[config.mk]
export PLATFORM = sky130hd
export DESIGN_NAME = xpc_loader
export DESIGN_NICKNAME = d
export VERILOG_FILES = /design/src/logic/xpc_pkg.sv /design/src/logic/xpc_loader.sv
export SDC_FILE = /design/constraint.sdc
export NUM_CORES = 1
export LEC_CHECK = 0
export BUFFER_PORTS_ARGS = -buffer_cell sky130_fd_sc_hd__buf_2
export CORE_ASPECT_RATIO = 1.4
export CORE_MARGIN = 2
export CORE_UTILIZATION = 45
export CTS_BUF_LIST = sky130_fd_sc_hd__clkbuf_8 sky130_fd_sc_hd__clkbuf_16
export DETAILED_ROUTE_END_ITERATION = 12
export GPL_ROUTABILITY_DRIVEN = 0
export MAX_ROUTING_LAYER = met4
export PLACE_DENSITY = 0.65
export RECOVER_POWER = 50
export SETUP_SLACK_MARGIN = 0.02
export SLEW_MARGIN = 15
export SYNTH_ARGS = -nofsm -noshare
export SYNTH_HDL_FRONTEND = slang
export SYNTH_SLANG_ARGS = --single-unit
[constraint.sdc]
create_clock -name core_clk -period 65.4 [get_ports core_clk]
set_input_delay 6.54 -clock core_clk [delete_from_list [all_inputs] [get_ports core_clk]]
set_output_delay 6.54 -clock core_clk [all_outputs]
set_load 0.01 [all_outputs]
[src/logic/xpc_pkg.sv]
`default_nettype none
package xpc_pkg;
  localparam int NUM_OUT = 16;
  localparam int NUM_IN  = 16;
  localparam int SEL_W   = 4;
  localparam int SLOT_W  = 5;
  localparam int SR_W    = NUM_OUT * SLOT_W;
  localparam int EN_POS  = 4;
  localparam int XB_W    = NUM_OUT * NUM_IN;

  typedef struct packed {
    logic             cs_n;
    logic             upd_n;
    logic             mode;
    logic             lclk;
    logic             sin;
    logic [SEL_W-1:0] addr;
    logic [SLOT_W-1:0] data;
  } xpc_pins_t;

  typedef struct packed {
    xpc_pins_t         s1;
    xpc_pins_t         s2;
    logic              lclk_prev;
    logic [SR_W-1:0]   rank2;
    logic [XB_W-1:0]   src_en;
  } xpc_state_t;

  // Idle pin levels, so leaving reset never looks like an update
  localparam xpc_pins_t PINS_RST = '{cs_n:  1'b1,
                                     upd_n: 1'b1,
                                     mode:  1'b0,
                                     lclk:  1'b1,
                                     sin:   1'b0,
                                     addr:  4'h0,
                                     data:  5'h00};
endpackage : xpc_pkg
`default_nettype wire

[src/logic/xpc_loader.sv]
`default_nettype none
module xpc_loader
  import xpc_pkg::*;
(
  // Clock and reset
  input  wire logic            core_clk,
  input  wire logic            rstn,
  // Load control pins
  input  wire logic            chip_sel_n,
  input  wire logic            update_n,
  input  wire logic            load_mode_select,
  input  wire logic            load_clk,
  input  wire logic            serial_in,
  // Parallel slot data
  input  wire logic            select_bit0,
  input  wire logic            select_bit1,
  input  wire logic            select_bit2,
  input  wire logic            select_bit3,
  input  wire logic            output_enable_bit,
  input  wire logic            out_addr_bit0,
  input  wire logic            out_addr_bit1,
  input  wire logic            out_addr_bit2,
  input  wire logic            out_addr_bit3,
  // Chain output
  output logic                 serial_out,
  // Switch array controls
  output logic [SR_W-1:0]      route_image,
  output logic [XB_W-1:0]      src_enable
);

  xpc_pins_t        pins;
  xpc_state_t       st_q;
  xpc_state_t       st_d;
  logic [1:0]       rst_sync_q;
  logic             rst;
  logic [SR_W-1:0]  sr_q;
  logic [SR_W-1:0]  sr_d;
  logic             shift_fire;
  logic             par_fire;
  logic             follow;

  function automatic logic [XB_W-1:0] decode_image(
    input logic [SR_W-1:0] img
  );
    logic [XB_W-1:0] v;
    logic [SLOT_W-1:0] slot;
    v = '0;
    for (int o = 0; o < NUM_OUT; o++)
    begin
      slot = img[o*SLOT_W +: SLOT_W];
      if (slot[EN_POS])
      begin
        v[o*NUM_IN + int'(slot[SEL_W-1:0])] = 1'b1;
      end
    end
    return v;
  endfunction : decode_image

  // Count of enabled slots, one active source each
  function automatic int count_enabled(
    input logic [SR_W-1:0] img
  );
    int n;
    n = 0;
    for (int o = 0; o < NUM_OUT; o++)
    begin
      if (img[o*SLOT_W + EN_POS])
      begin
        n++;
      end
    end
    return n;
  endfunction : count_enabled

  assign pins = '{cs_n:  chip_sel_n,
                  upd_n: update_n,
                  mode:  load_mode_select,
                  lclk:  load_clk,
                  sin:   serial_in,
                  addr:  {out_addr_bit3, out_addr_bit2,
                          out_addr_bit1, out_addr_bit0},
                  data:  {output_enable_bit, select_bit3, select_bit2,
                          select_bit1, select_bit0}};

  // Async assert, synchronous release
  always_ff @(posedge core_clk or negedge rstn)
  begin
    if (!rstn)
    begin
      rst_sync_q <= 2'b11;
    end
    else
    begin
      rst_sync_q <= {rst_sync_q[0], 1'b0};
    end
  end
  assign rst = rst_sync_q[1] | !rstn;

  // Load strobes from second sync stage; serial shift also uses lclk_prev to see the fall
  assign shift_fire = !st_q.s2.cs_n && !st_q.s2.mode
                      && st_q.lclk_prev && !st_q.s2.lclk;
  assign par_fire   = !st_q.s2.cs_n && st_q.s2.mode
                      && !st_q.s2.lclk;
  assign follow     = !st_q.s2.cs_n && !st_q.s2.upd_n;

  always_comb
  begin
    st_d = st_q;
    st_d.s1 = pins;
    st_d.s2 = st_q.s1;
    st_d.lclk_prev = st_q.s2.lclk;
    if (follow)
    begin
      st_d.rank2 = sr_q;
    end
    st_d.src_en = decode_image(st_q.rank2);
  end

  always_ff @(posedge core_clk or posedge rst)
  begin
    if (rst)
    begin
      st_q <= '{s1: PINS_RST, s2: PINS_RST, lclk_prev: PINS_RST.lclk,
                rank2: '0, src_en: '0};
    end
    else
    begin
      st_q <= st_d;
    end
  end

  // No reset here: image survives reset and powers up unknown
  always_comb
  begin
    sr_d = sr_q;
    if (shift_fire)
    begin
      sr_d = {sr_q[SR_W-2:0], st_q.s2.sin};
    end
    else if (par_fire)
    begin
      sr_d[int'(st_q.s2.addr)*SLOT_W +: SLOT_W] = st_q.s2.data;
    end
  end

  always_ff @(posedge core_clk)
  begin
    sr_q <= sr_d;
  end

  assign serial_out  = sr_q[SR_W-1];
  assign route_image = st_q.rank2;
  assign src_enable  = st_q.src_en;
endmodule : xpc_loader
`default_nettype wire

==> flow_metrics.env <==
export IMPL_antenna_left=0
export IMPL_avgSynthCellArea_um2=11.95
export IMPL_wl_per_cell_um=17.23
export IMPL_via_count=10410
export IMPL_rrSetupSlack_ns=60.58
export IMPL_critPathSlowestCell="nor2b_1"
export IMPL_ys_async_sr_fraction=0.8210
export IMPL_violations="capacitance limit, slew limit"
export IMPL_clock_latency_ns=0.55
export IMPL_cts_sinks=447
export IMPL_worstPathCellList="clkbuf_1 > nor2b_1 > buf_4 > buf_4"
export IMPL_min_from="st_d[339]"
export IMPL_synth_main_ff_cell="dfrtp_1"
export IMPL_critical_path_arrival_ns=9.90
export IMPL_holdWs_ns=0.3497
export IMPL_synth_edf_count=80
export IMPL_firstDrtPassIters=5
export IMPL_drt_total_wl_um=36780
export IMPL_power_uw=608.6
export IMPL_maxSlewViolCount=102
export IMPL_power_density_nw_per_um2=31.35
export IMPL_synth_warnings=0
export IMPL_dp_cells=2058
export IMPL_io_pins=353
export IMPL_fmax_mhz=106.5
export IMPL_syn_to_final_growth_pct=6.179
export IMPL_dpl_worst_slack_ns=56.14
export IMPL_cp_max_fo=85
export IMPL_cpPeakStageDelay_ns=1.24
export IMPL_drtIter0Drc=699
export IMPL_post_route_period_util=0.1436
export IMPL_setup_viol=0
export IMPL_portBuffers=352
export IMPL_overflow=0
export IMPL_rows=87
export IMPL_cts_buffers=43
export IMPL_syn_instance_count=1530
export IMPL_grt_usage=0.1770
export IMPL_core_area_um2=40170
export IMPL_total_leakage_power_nw=9.096
export IMPL_h_tree_depth=2
export IMPL_ys_ff_latch=447
export IMPL_first_global_vias=10670
export IMPL_regToRegStartpoint="st_q[350]"
export IMPL_skew_ns=0.01591
export IMPL_antenna_found_initial=0
export IMPL_post_cts_resized=0
export IMPL_num_fill_cells=3653
export IMPL_worstPathRequired_ns=65.91
export IMPL_end_kind="asynchronous set/reset pin"
export IMPL_hold_buffers=0
export IMPL_worst_slack_ns=56.01
export IMPL_timing_slew_headroom=-0.8004
export IMPL_critical_path_class="in2async"
export IMPL_postCtsSetupRepairBufs=0
export IMPL_min_period_ns=9.389
export IMPL_dpl_hpwl_um=25510
export IMPL_cts_root_buf="clkbuf_16"
export IMPL_drive_gt1_frac=0.2879
export IMPL_yosysTopAreaCellShare=0.4899
export IMPL_cp_startpoint="rstn"
export IMPL_cp_start_kind="input pin"
export IMPL_synth_cell_types=38
export IMPL_via_per_inst=4.874
export IMPL_stdcell_count=2135
export IMPL_grt_setup_unrepaired="false"
export IMPL_synthTopCellsByArea="dfrtp_1, buf_4, edfxtp_1, mux2_2, nor2_1"
export IMPL_clk_path_buf_depth=3
export IMPL_hp_class="reg2reg"
export IMPL_maxCapViolCount=3
export IMPL_synthesis_area_um2=18290
export IMPL_worst_pin_slew_ns=2.701
export IMPL_crit_top_cell="buf_4"
export IMPL_grt_max_degree=182
export IMPL_die_height_um=242.5
export IMPL_syn_num_nets=1550
export IMPL_start_util=0.4552
export IMPL_tns_ns=0
export IMPL_grt_pass1_wl_um=58190
export IMPL_die_w_um=174.4
export IMPL_path_clk_slew_ns=0.06
export IMPL_ys_seq_area_frac=0.6343
export IMPL_nNetsFinal=1589
export IMPL_drc=0
export IMPL_ir_worst_vdd_uv=20.31
export IMPL_run_status="complete, but fails checks"
export IMPL_synth_area_leader_cell="dfrtp_1"
export IMPL_die_area_um2=42290
export IMPL_cts_tree="done"
export IMPL_timing_final_hold_violations=0
export IMPL_n_antenna_cell=0
kinds of logic after synthesis:
family | count (synthesis) | synth area share
and+or+nand+nor | 523 | 0.1330
DFF | 447 | 0.6343
xor gates and xnor gates | 2 | 0.0009582
buffers and inverters | 368 | 0.1464
adders and majority gates | 4 | 0.002737
muxes | 80 | 0.04927
AOI/OAI and AO/OA | 105 | 0.03312
other | 1 | 0.0002051
metal layers:
metal  GRT usage  vias up  share of wire
li1            -     4843              -
met1      0.2085     5186           0.40
met2      0.3047      311           0.52
met3     0.02966       65          0.052
met4     0.06451        0          0.026
met5           -        -              0
registers in the layout (all words and copies together), names as in the netlist:
register     flops
st_d            15
sr_q            80
rst_sync_q       2
src_enable     256
st_q            14
route_image     80
cells in the final DEF, fill, tap and decap left out, drive strengths merged, types with 2 or more instances in the layout:
master    instances
dfrtp           358
buf             286
nor2            202
nand2           124
clkbuf          123
mux2             80
edfxtp           80
nor3             73
o21ai            65
nand2b           36
nand3b           34
nand3            25
o31ai            21
or3b             16
inv              14
a21oi            13
clkinv           12
dfstp             9
nor2b             5
ha                4
o21a              2
bufinv            2
clkinvlp          2
final cells by class:
class | instances | area, um^2 | share of cell area
timing repair buffer | 358 | 1727 | 0.08893
clock inverter | 26 | 178.9 | 0.009216
clock buffer | 51 | 1220 | 0.06283
inverter | 4 | 15.01 | 0.0007733
tap | 534 | 668.1 | 0.03441
multi-input combinational | 715 | 4009 | 0.2065
sequential | 447 | 11600 | 0.5973
worst max-delay path: cells and delay by family:
family	cells	cell delay, ns
buffers and inverters	3	2.00
and+or+nand+nor	1	1.24
report_power, final:
part	leakage [nW]	switching (mW)	internal, mW
clock	0.731	0.103	0.141
combinational	2.75	0.0318	0.0200
sequential	5.62	0.0159	0.297
path summary, 6_finish.rpt:
kind / end / depth (start not counted)
min reg2reg: st_q[339] / 0
min: st_q[339] / 0
max in group core_clk: route_image[1] / 1
min in group asynchronous: src_enable[11] / 1
max reg2reg: route_image[76] / 3
max: src_enable[230] / 4
Yosys cell counts, drive strengths merged (2+ instances only):
master and instances:
clkbuf 2, buf 362, dfrtp 358, o31ai 21, edfxtp 80, ha 4
mux2 80, nand3 25, nor2 202, a21oi 13, inv 4, or3b 16
nor2b 5, o21ai 65, dfstp 9, o21a 2, nand3b 34, nor3 73
nand2 124, nand2b 36
per-stage QoR:
step / cell area, um^2 / utilization
2_1_floorplan: 18290 / -
3_3_place_gp: 18130 / 0.4514
3_5_place_dp: 18130 / 0.4514
4_1_cts: 19530 / 0.4862
5_1_grt: 19410 / 0.4834
6_report: 19410 / 0.4834
(Power assumes the default switching activity.)
